### src/hdl/kms_pkg.sv
// Package of constants and types for the key matrix scanner
package kms_pkg;

  // ==========================================================================
  // Matrix geometry
  localparam int KMS_ROWS      = 8;
  localparam int KMS_COLS      = 11;
  localparam int KMS_KEYS      = KMS_ROWS * KMS_COLS;
  localparam int KMS_MAX_KEYS  = 88;

  // ==========================================================================
  // Timing
  localparam int KMS_CLK_MHZ   = 250;
  localparam int KMS_STEP_US   = 2000;
  localparam int KMS_STEP_CYC  = KMS_STEP_US * KMS_CLK_MHZ;
  localparam int KMS_SETTLE_NS = 1000;
  localparam int KMS_CLK_NS    = 4;
  localparam int KMS_SETTLE_CYC = (KMS_SETTLE_NS + KMS_CLK_NS - 1) / KMS_CLK_NS;

  // ==========================================================================
  // Register offsets
  localparam logic [7:0] KMS_CTRL_OFS   = 8'h00;
  localparam logic [7:0] KMS_BLACK_OFS  = 8'h04;
  localparam logic [7:0] KMS_MINP_OFS   = 8'h08;
  localparam logic [7:0] KMS_STAT_OFS   = 8'h0C;
  localparam logic [7:0] KMS_CLR_OFS    = 8'h10;
  localparam logic [7:0] KMS_IEN_OFS    = 8'h14;
  localparam logic [7:0] KMS_KEY0_OFS   = 8'h20;
  localparam int         KMS_KEY_WORDS  = 3;

  // Control fields
  localparam int KMS_CTRL_EN    = 0;
  localparam int KMS_CTRL_WAKE  = 1;
  localparam int KMS_CTRL_RSTEN = 2;
  // Status fields
  localparam int KMS_ST_PRESS   = 0;
  localparam int KMS_ST_REL     = 1;
  localparam int KMS_ST_W       = 2;

  // Reset values
  localparam logic [2:0] KMS_CTRL_RST  = 3'h0;
  localparam logic [7:0] KMS_BLACK_RST = 8'h01;
  localparam logic [7:0] KMS_MINP_RST  = 8'h02;

  // ==========================================================================
  // Types
  typedef enum logic [1:0] {
    KMS_IDLE   = 2'b00,
    KMS_SETTLE = 2'b01,
    KMS_SAMPLE = 2'b10
  } kms_state_t;

  typedef struct packed {
    logic        write;
    logic        read;
    logic [7:0]  addr;
    logic [31:0] wdata;
  } kms_bus_t;

  typedef struct packed {
    logic wake_req;
    logic reset_req;
  } kms_pwr_t;

endpackage : kms_pkg

### src/hdl/kms_scanner.sv
// Key matrix scanner top: column drive, row sampling, registers, interrupt
//
// Local design decisions: the register addresses and strobed register access.
`timescale 1ns/1ps
`default_nettype none
module kms_scanner
  import kms_pkg::*;
#(
  parameter int STEP_CYC = KMS_STEP_CYC,
  parameter int TW       = 8
) (
  // Clock and reset
  input  wire logic                clk,
  input  wire logic                rst,
  input  wire logic                ce,
  // Register port
  input  wire logic [7:0]          reg_addr,
  input  wire logic [31:0]         reg_wdata,
  input  wire logic                reg_write,
  input  wire logic                reg_read,
  output logic [31:0]              reg_rdata,
  // Matrix pins
  input  wire logic [KMS_ROWS-1:0] key_row_input,
  output logic [KMS_COLS-1:0]      key_column_drive,
  output logic [KMS_COLS-1:0]      key_column_oe,
  output logic [KMS_ROWS-1:0]      key_row_pullup,
  output logic [KMS_COLS-1:0]      key_column_pullup,
  // Power control
  input  wire logic                sleep,
  input  wire logic                power_down,
  output logic                     wake_req,
  output logic                     reset_req,
  // Interrupt
  output logic                     irq
);

  // ==========================================================================
  // Pin synchroniser
  logic [KMS_ROWS-1:0] row_s1_reg;
  logic [KMS_ROWS-1:0] row_s2_reg;

  always_ff @(posedge clk or posedge rst) begin
    if (rst) begin
      row_s1_reg <= '1;
      row_s2_reg <= '1;
    end else if (ce) begin
      row_s1_reg <= key_row_input;
      row_s2_reg <= row_s1_reg;
    end
  end

  // ==========================================================================
  // Registers
  kms_bus_t        bus;
  logic [2:0]      ctrl_reg;
  logic [TW-1:0]   black_reg;
  logic [TW-1:0]   minp_reg;
  logic [1:0]      stat_reg;
  logic [1:0]      stat_next;
  logic [1:0]      ien_reg;
  logic [31:0]     rdata_reg;
  logic [31:0]     rdata_next;
  logic            wr_ctrl;
  logic            wr_black;
  logic            wr_minp;
  logic            wr_clr;
  logic            wr_ien;
  logic [1:0]      clr_mask;
  logic [1:0]      ev_set;
  logic            scan_en;
  logic [KMS_KEYS-1:0] key_state;
  logic [KMS_KEYS-1:0] key_press;
  logic [KMS_KEYS-1:0] key_rel;
  logic [95:0]     key_words;

  assign bus      = '{write: reg_write, read: reg_read, addr: reg_addr,
                      wdata: reg_wdata};
  assign wr_ctrl  = ce && bus.write && bus.addr == KMS_CTRL_OFS;
  assign wr_black = ce && bus.write && bus.addr == KMS_BLACK_OFS;
  assign wr_minp  = ce && bus.write && bus.addr == KMS_MINP_OFS;
  assign wr_clr   = ce && bus.write && bus.addr == KMS_CLR_OFS;
  assign wr_ien   = ce && bus.write && bus.addr == KMS_IEN_OFS;
  assign clr_mask = wr_clr ? bus.wdata[KMS_ST_W-1:0] : 2'h0;
  assign scan_en  = ctrl_reg[KMS_CTRL_EN];

  assign ev_set[KMS_ST_PRESS] = |key_press;
  assign ev_set[KMS_ST_REL]   = |key_rel;
  // New event wins over a clear in the same cycle
  assign stat_next = (stat_reg & ~clr_mask) | ev_set;
  assign key_words = {{(96 - KMS_KEYS){1'b0}}, key_state};

  always_comb begin
    rdata_next = 32'h0;
    case (bus.addr)
      KMS_CTRL_OFS:       rdata_next[2:0] = ctrl_reg;
      KMS_BLACK_OFS:      rdata_next[TW-1:0] = black_reg;
      KMS_MINP_OFS:       rdata_next[TW-1:0] = minp_reg;
      KMS_STAT_OFS:       rdata_next[1:0] = stat_reg;
      KMS_IEN_OFS:        rdata_next[1:0] = ien_reg;
      KMS_KEY0_OFS:       rdata_next = key_words[31:0];
      KMS_KEY0_OFS + 8'h04: rdata_next = key_words[63:32];
      KMS_KEY0_OFS + 8'h08: rdata_next = key_words[95:64];
      default:            rdata_next = 32'h0;
    endcase
  end

  always_ff @(posedge clk or posedge rst) begin
    if (rst) begin
      ctrl_reg  <= KMS_CTRL_RST;
      black_reg <= TW'(KMS_BLACK_RST);
      minp_reg  <= TW'(KMS_MINP_RST);
      stat_reg  <= 2'h0;
      ien_reg   <= 2'h0;
      rdata_reg <= 32'h0;
    end else if (ce) begin
      if (wr_ctrl) ctrl_reg <= bus.wdata[2:0];
      if (wr_black) black_reg <= bus.wdata[TW-1:0];
      if (wr_minp) minp_reg <= bus.wdata[TW-1:0];
      if (wr_ien) ien_reg <= bus.wdata[1:0];
      stat_reg  <= stat_next;
      rdata_reg <= bus.read ? rdata_next : 32'h0;
    end
  end

  assign reg_rdata = rdata_reg;
  assign irq       = |(stat_reg & ien_reg);

  // ==========================================================================
  // Scan sequencer
  kms_state_t     st_reg;
  kms_state_t     st_next;
  logic [31:0]    tmr_reg;
  logic [31:0]    tmr_next;
  logic [7:0]     set_reg;
  logic [7:0]     set_next;
  logic [3:0]     col_reg;
  logic [3:0]     col_next;
  logic [KMS_KEYS-1:0] snap_reg;
  logic           sample;
  logic           step_end;
  logic           last_col;
  logic           tick;

  assign last_col = col_reg == 4'(KMS_COLS - 1);
  assign step_end = tmr_reg >= 32'(STEP_CYC - 1);
  // Step timer runs free so sweeps start exactly every STEP_CYC
  assign tmr_next = step_end ? 32'h0 : tmr_reg + 32'h1;
  assign sample   = st_reg == KMS_SAMPLE;
  // One debounce tick per full sweep, one sweep per 2 ms step
  assign tick     = sample && last_col;

  always_comb begin
    st_next  = st_reg;
    col_next = col_reg;
    set_next = set_reg + 8'h1;
    case (st_reg)
      KMS_IDLE: begin
        set_next = 8'h0;
        if (scan_en && step_end) begin
          st_next  = KMS_SETTLE;
          col_next = 4'h0;
        end
      end
      KMS_SETTLE: begin
        if (set_reg >= 8'(KMS_SETTLE_CYC - 1)) begin
          st_next = KMS_SAMPLE;
        end
      end
      KMS_SAMPLE: begin
        // Every column gets the full settle time before its sample
        set_next = 8'h0;
        if (last_col) begin
          st_next = KMS_IDLE;
        end else begin
          st_next  = KMS_SETTLE;
          col_next = col_reg + 4'h1;
        end
      end
      default: st_next = KMS_IDLE;
    endcase
    if (!scan_en) begin
      st_next = KMS_IDLE;
    end
  end

  always_ff @(posedge clk or posedge rst) begin
    if (rst) begin
      st_reg   <= KMS_IDLE;
      tmr_reg  <= 32'h0;
      col_reg  <= 4'h0;
      set_reg  <= 8'h0;
      snap_reg <= '0;
    end else if (ce) begin
      st_reg  <= st_next;
      tmr_reg <= tmr_next;
      set_reg <= set_next;
      col_reg <= col_next;
      if (sample) begin
        // Low row with this column low means closed key
        for (int r = 0; r < KMS_ROWS; r++) begin
          snap_reg[r * KMS_COLS + int'(col_reg)] <= !row_s2_reg[r];
        end
      end
    end
  end

  // Open-drain columns: only the active one is driven low
  always_comb begin
    key_column_oe = '0;
    if (st_reg != KMS_IDLE) begin
      key_column_oe[col_reg] = 1'b1;
    end
  end
  assign key_column_drive  = '0;
  // Row pull-ups stay on so no external resistors are needed; a column's pull-up is off while that column is driven
  assign key_row_pullup    = '1;
  assign key_column_pullup = ~key_column_oe;

  // ==========================================================================
  // Debounce, one filter per key; every crossing is independent
  for (genvar k = 0; k < KMS_KEYS; k++) begin : g_key
    kms_debounce #(.TW(TW)) u_db (
      .clk        (clk),
      .rst        (rst),
      .ce         (ce),
      .tick       (tick),
      .raw        (k % KMS_COLS == KMS_COLS - 1 && sample ?
                   !row_s2_reg[k / KMS_COLS] : snap_reg[k]),
      .blackout   (black_reg),
      .min_press  (minp_reg),
      .state      (key_state[k]),
      .press      (key_press[k]),
      .release_ev (key_rel[k])
    );
  end

  // ==========================================================================
  // Sleep wake and power-down reset; combinational after the clocked row synchroniser, so the clock must run
  logic     any_row_low;
  kms_pwr_t pwr;

  assign any_row_low   = ~&row_s2_reg;
  assign pwr = '{
    wake_req:  ctrl_reg[KMS_CTRL_WAKE] && sleep && any_row_low,
    reset_req: ctrl_reg[KMS_CTRL_RSTEN] && power_down && any_row_low
  };
  assign wake_req      = pwr.wake_req;
  assign reset_req     = pwr.reset_req;

  // ==========================================================================
  // Checks
  one_col_a: assert property (@(posedge clk) disable iff (rst)
    $onehot0(key_column_oe))
    else $error("more than one column driven");
  irq_mask_a: assert property (@(posedge clk) disable iff (rst)
    ce && !wr_ien && |(ev_set & ien_reg) |=> irq)
    else $error("enabled event without interrupt");
  press_sticky_a: assert property (@(posedge clk) disable iff (rst)
    ce && ev_set[KMS_ST_PRESS] |=> stat_reg[KMS_ST_PRESS])
    else $error("press event lost");
  idle_cols_a: assert property (@(posedge clk) disable iff (rst)
    ce && !scan_en |=> key_column_oe == '0)
    else $error("column driven while disabled");
  wake_gate_a: assert property (@(posedge clk) disable iff (rst)
    wake_req |-> ctrl_reg[KMS_CTRL_WAKE] && sleep)
    else $error("wake without enable");
  rst_gate_a: assert property (@(posedge clk) disable iff (rst)
    reset_req |-> ctrl_reg[KMS_CTRL_RSTEN] && power_down)
    else $error("reset request unmasked");
  pullup_a: assert property (@(posedge clk) disable iff (rst)
    (key_column_pullup & key_column_oe) == '0)
    else $error("pulled and driven together");
  rdata_one_a: assert property (@(posedge clk) disable iff (rst)
    ce && !reg_read |=> reg_rdata == 32'h0)
    else $error("read data outside slot");

endmodule : kms_scanner
`default_nettype wire

### src/hdl/kms_debounce.sv
// Per-key debounce filter with blackout and minimum press time
`timescale 1ns/1ps
`default_nettype none
module kms_debounce
  import kms_pkg::*;
#(
  parameter int TW = 8
) (
  // Clock and reset
  input  wire logic          clk,
  input  wire logic          rst,
  input  wire logic          ce,
  // Scan sample
  input  wire logic          tick,
  input  wire logic          raw,
  input  wire logic [TW-1:0] blackout,
  input  wire logic [TW-1:0] min_press,
  // Result
  output logic               state,
  output logic               press,
  output logic               release_ev
);

  // ==========================================================================
  // Filter
  logic [TW-1:0] cnt_reg;
  logic [TW-1:0] cnt_next;
  logic          state_reg;
  logic [TW-1:0] need;
  logic          differs;
  logic          done;

  // Press waits the longer of both thresholds; release only the blackout
  assign need     = (!state_reg && min_press > blackout) ? min_press : blackout;
  assign differs  = raw != state_reg;
  assign done     = differs && (cnt_reg + TW'(1) >= need);
  assign cnt_next = (!differs || done) ? '0 : cnt_reg + TW'(1);

  always_ff @(posedge clk or posedge rst) begin
    if (rst) begin
      cnt_reg   <= '0;
      state_reg <= 1'b0;
    end else if (ce && tick) begin
      cnt_reg <= cnt_next;
      if (done) begin
        state_reg <= raw;
      end
    end
  end

  assign state      = state_reg;
  assign press      = ce && tick && done && raw;
  assign release_ev = ce && tick && done && !raw;

endmodule : kms_debounce
`default_nettype wire

### config.mk
export PLATFORM = sky130hd
export DESIGN_NAME = kms_scanner
export DESIGN_NICKNAME = d
export VERILOG_FILES = /design/src/hdl/kms_pkg.sv /design/src/hdl/kms_scanner.sv /design/src/hdl/kms_debounce.sv
export SDC_FILE = /design/constraint.sdc
export NUM_CORES = 2
export LEC_CHECK = 0
export BUFFER_PORTS_ARGS = -buffer_cell sky130_fd_sc_hd__buf_2
export CAP_MARGIN = 5
export CORE_ASPECT_RATIO = 0.8
export CORE_MARGIN = 4
export CORE_UTILIZATION = 45
export CTS_CLUSTER_DIAMETER = 40
export CTS_CLUSTER_SIZE = 20
export DETAILED_ROUTE_END_ITERATION = 8
export PLACE_DENSITY = 0.62
export SLEW_MARGIN = 30
export SYNTH_ARGS = -nofsm -noshare
export SYNTH_HDL_FRONTEND = slang
export SYNTH_HIERARCHICAL = 1
export SYNTH_SLANG_ARGS = --single-unit
### constraint.sdc
create_clock -name clk -period 15.07 [get_ports clk]
set_input_delay 1.507 -clock clk [delete_from_list [all_inputs] [get_ports clk]]
set_output_delay 1.507 -clock clk [all_outputs]
set_load 0.01 [all_outputs]
==> PnR_summary.wiki <==
{| class="wikitable"
! Metric !! Value
|-
| Status || finished, violations left
|-
| Violated checks || antenna rules
|-
| Max rail drop VDD || 0.0877 mV
|-
| Part of the Yosys area used for sequential elements || 25.0%
|-
| Setup TNS after final layout || 0 ps
|-
| Endpoint with the worst hold slack || set_reg[6]
|-
| Initial antenna violation count || 17
|-
| Source-to-sink clock delay at the later pin of the worst-skew pair || 850 ps
|-
| Required time worst endpoint || 15810 ps
|-
| Number of levels in the clock H-tree || 4
|-
| Vias/cell || 5.90
|-
| Endpoint of the worst-slack reg-to-reg timing path || stat_reg[1]
|-
| Flip-flop count of the largest register, all copies and words added || 704
|-
| Die span in y || 429 um
|-
| Number of vias in the routed layout || 87700
|-
| Post-cts gate resize count || 0
|-
| Final routed wirelength across all metal layers || 317 mm
|-
| Slew headroom || 20.9%
|-
| Routed wire per std cell || 21.4 um
|-
| Number of input and output port buffers inserted || 87
|-
| Endpoints failing hold || 0
|-
| Vias in the first global route || 87700
|-
| Worst Setup Slack post-DPL || 6950 ps
|-
| Count of final setup violators || 0
|-
| Fin cells || 14900
|-
| Die Span X || 534 um
|-
| Setup slack, reg-to-reg || 6710 ps
|-
| Post-synth ARST share || 100%
|-
| Placed Cells incl. Taps || 14500
|-
| Post-route cell area || 110000 um2
|-
| Clock Tree Root || clkbuf_16
|-
| Final Total Pwr || 8.99 mW
|-
| CTS clock-pin slew for the worst setup and hold paths || 60 ps
|-
| Source of the worst hold timing path || set_reg[6]
|-
| Final worst setup slack || 6710 ps
|-
| Post-layout minimum cycle time || 8360 ps
|-
| Dominant register cell in the synthesized netlist || dfrtp_1
|-
| Type of element launching the critical path || register
|-
| RSZ-0062 raised after global routing || no
|-
| Number of antenna-violating nets in the routed design || 1
|-
| Number of enable flip-flop cells after synthesis || 0
|-
| Net total in the final layout || 13300
|-
| Period utilization || 55.5%
|-
| Detailed Route Iter0 Violations || 6993
|-
| Clock buffer count from CTS || 191
|-
| DIE AREA || 229000 um2
|-
| Largest net degree at the start of global routing || 106
|-
| Grt total ovfl || 0
|-
| Gate count of the mapped netlist || 11600
|-
| Post-Synthesis Mean Instance Area || 8.57 um2
|-
| Startpoint-to-endpoint class of the critical path || reg -> reg
|-
| Yosys reg bits || 997
|-
| Share of the synthesized area in the top cell type || 24.6%
|-
| Type of the tightest min-delay check || reg -> reg
|-
| Layout-stage area growth over the synthesis result || 10.7%
|-
| Total of max-cap violations || 0
|-
| Top area cells in the synthesized netlist || dfrtp_1 (25%), ha_1 (19%), mux2i_1 (6.4%), inv_1 (5.6%), nand2_1 (5.0%)
|-
| Timing-limited maximum frequency || 0.120 GHz
|-
| Arrival time of the worst setup path || 9100 ps
|-
| Transition time at the pin with the least slew margin || 1180 ps
|-
| Total half-perimeter wirelength after legalization and detailed placement || 217 mm
|-
| Number of instances on the worst hold path || 1
|-
| CTS Sinks || 997
|-
| Count of standard-cell rows || 154
|-
| Synth area leader || dfrtp_1
|-
| Clock tree from TritonCTS || done
|-
| All-layer global routing usage || 26.9%
|-
| Yosys warning count || 6
|-
| Maximum number of buffers from clock root to sink || 4
|-
| Starting density of the core || 45.3%
|-
| Endpoint type of the worst setup path || register
|-
| First-pass GRT wire length || 497 mm
|-
| Core Region || 220000 um2
|-
| Count leader, synth || ha_1
|-
| Launch instance of the worst register-to-register path || minp_reg[6]
|-
| # hold bufs at CTS || 0
|-
| Ratio of total power to cell area || 81.4 nW/um2
|-
| Depth of the worst register-to-register path || 18
|-
| Fraction of layout cells with a size suffix above 1 || 8.86%
|-
| Top Ports || 131
|-
| Post-synthesis cell area || 99800 um2
|-
| Final Max Slew Viols || 0
|-
| Final clock skew || 57.5 ps
|-
| Number of unique standard cell types used by synthesis || 98
|-
| Post-route DRC || 0
|-
| Instance area at placement || 104000 um2
|-
| Fin util || 50.1%
|-
| Post-CTS setup buffer count || 0
|-
| Global placer's final weighted congestion || 0.951
|-
| Detailed Routing Iterations Pass 1 || 9
|-
| Worst hold slack || 493 ps
|-
| Leakage power summed over all cells || 50.5 nW
|-
| Commonest cells in the netlist || ha_1 (1520), inv_1 (1478), nand2_1 (1324)
|-
| Highest fanout seen on the critical path || 41
|}
final cells by class:
cell class | count | area (um2)
Clock buffer | 225 | 5110
Antenna cell | 11 | 27.5
Fill cell | 20400 | 110000
Tap cell | 2964 | 3710
Multi-Input combinational cell | 8840 | 67800
Clock inverter | 121 | 1610
Inverter | 1480 | 5560
Timing Repair Buffer | 216 | 1570
Sequential cell | 997 | 25000
layer usage:
metal	track usage [%]	vias up	routed length, um
li1	-	41300	-
met1	36.3	42600	140000
met2	42.2	3018	139000
met3	5.26	756	25100
met4	10.9	4	13300
met5	0	-	31
kinds of logic (layout without fill, tap and decap cells):
family / count (synthesis) / count (layout) / share of synthesized area (%)
xor gates and xnor gates: 646 / 646 / 5.69
adders and majority gates: 1520 / 1520 / 19.1
buffers and inverters: 1827 / 2042 / 7.17
DFF: 997 / 997 / 25.0
and+or+nand+nor: 3481 / 3481 / 18.3
other: 2 / 30 / 0.00753
muxes: 872 / 872 / 9.39
AOI/OAI and AO/OA: 2302 / 2302 / 15.4
cell usage in the layout, fill, tap and decap left out, drive strengths merged, types with 39 or more instances in the layout:
| cell type | synthesis | layout |
|---|---|---|
| nand2 | 1324 | 1324 |
| dfrtp | 979 | 979 |
| nand2b | 186 | 186 |
| a31oi | 135 | 135 |
| clkbuf | 186 | 226 |
| a22oi | 39 | 39 |
| xor2 | 365 | 365 |
| nor4b | 176 | 176 |
| inv | 1479 | 1524 |
| nor4 | 51 | 51 |
| nor2b | 115 | 115 |
| nand4 | 296 | 296 |
| a2111o | 90 | 90 |
| mux2i | 633 | 633 |
| o211ai | 110 | 110 |
| and3 | 127 | 127 |
| xnor2 | 281 | 281 |
| mux2 | 238 | 238 |
| buf | 161 | 215 |
| o31a | 88 | 88 |
| a21oi | 456 | 456 |
| o21ai | 1050 | 1050 |
| nor2 | 742 | 742 |
| a211oi | 100 | 100 |
| ha | 1520 | 1520 |
| nand3 | 366 | 366 |
worst max-delay path by stage:
stage,from,end,slack (ps),depth (start not counted)
after floorplan,col_reg[0],stat_reg[0],4800,14
after global placement,minp_reg[6],stat_reg[1],7000,18
after detailed placement,minp_reg[6],stat_reg[1],6950,18
after CTS,minp_reg[6],stat_reg[0],6930,18
after global routing,minp_reg[6],stat_reg[1],6680,18
final,minp_reg[6],stat_reg[1],6710,18
where the power goes:
group,leakage (nW),internal (mW),switching (mW)
Combinational,33.5,0.668,1.04
Sequential,13.7,2.70,0.0469
Clock,3.23,2.85,1.69
Total,50.5,6.21,2.77
worst max-delay path, stage by stage, from the launching register on:
cell and delay (ps):
dfrtp_4 840, buf_4 730, buf_4 580, ha_1 370
nand4_1 150, nor2_1 70, nor2_1 90, o31a_1 470
mux2_1 380, ha_1 260, nand2b_1 140, a2111o_1 450
a31oi_4 310, nor4b_2 160, nor4_1 900, nand4_1 640
nor4_1 850, nand4_1 350, a22o_1 340
(Power assumes the default switching activity.)
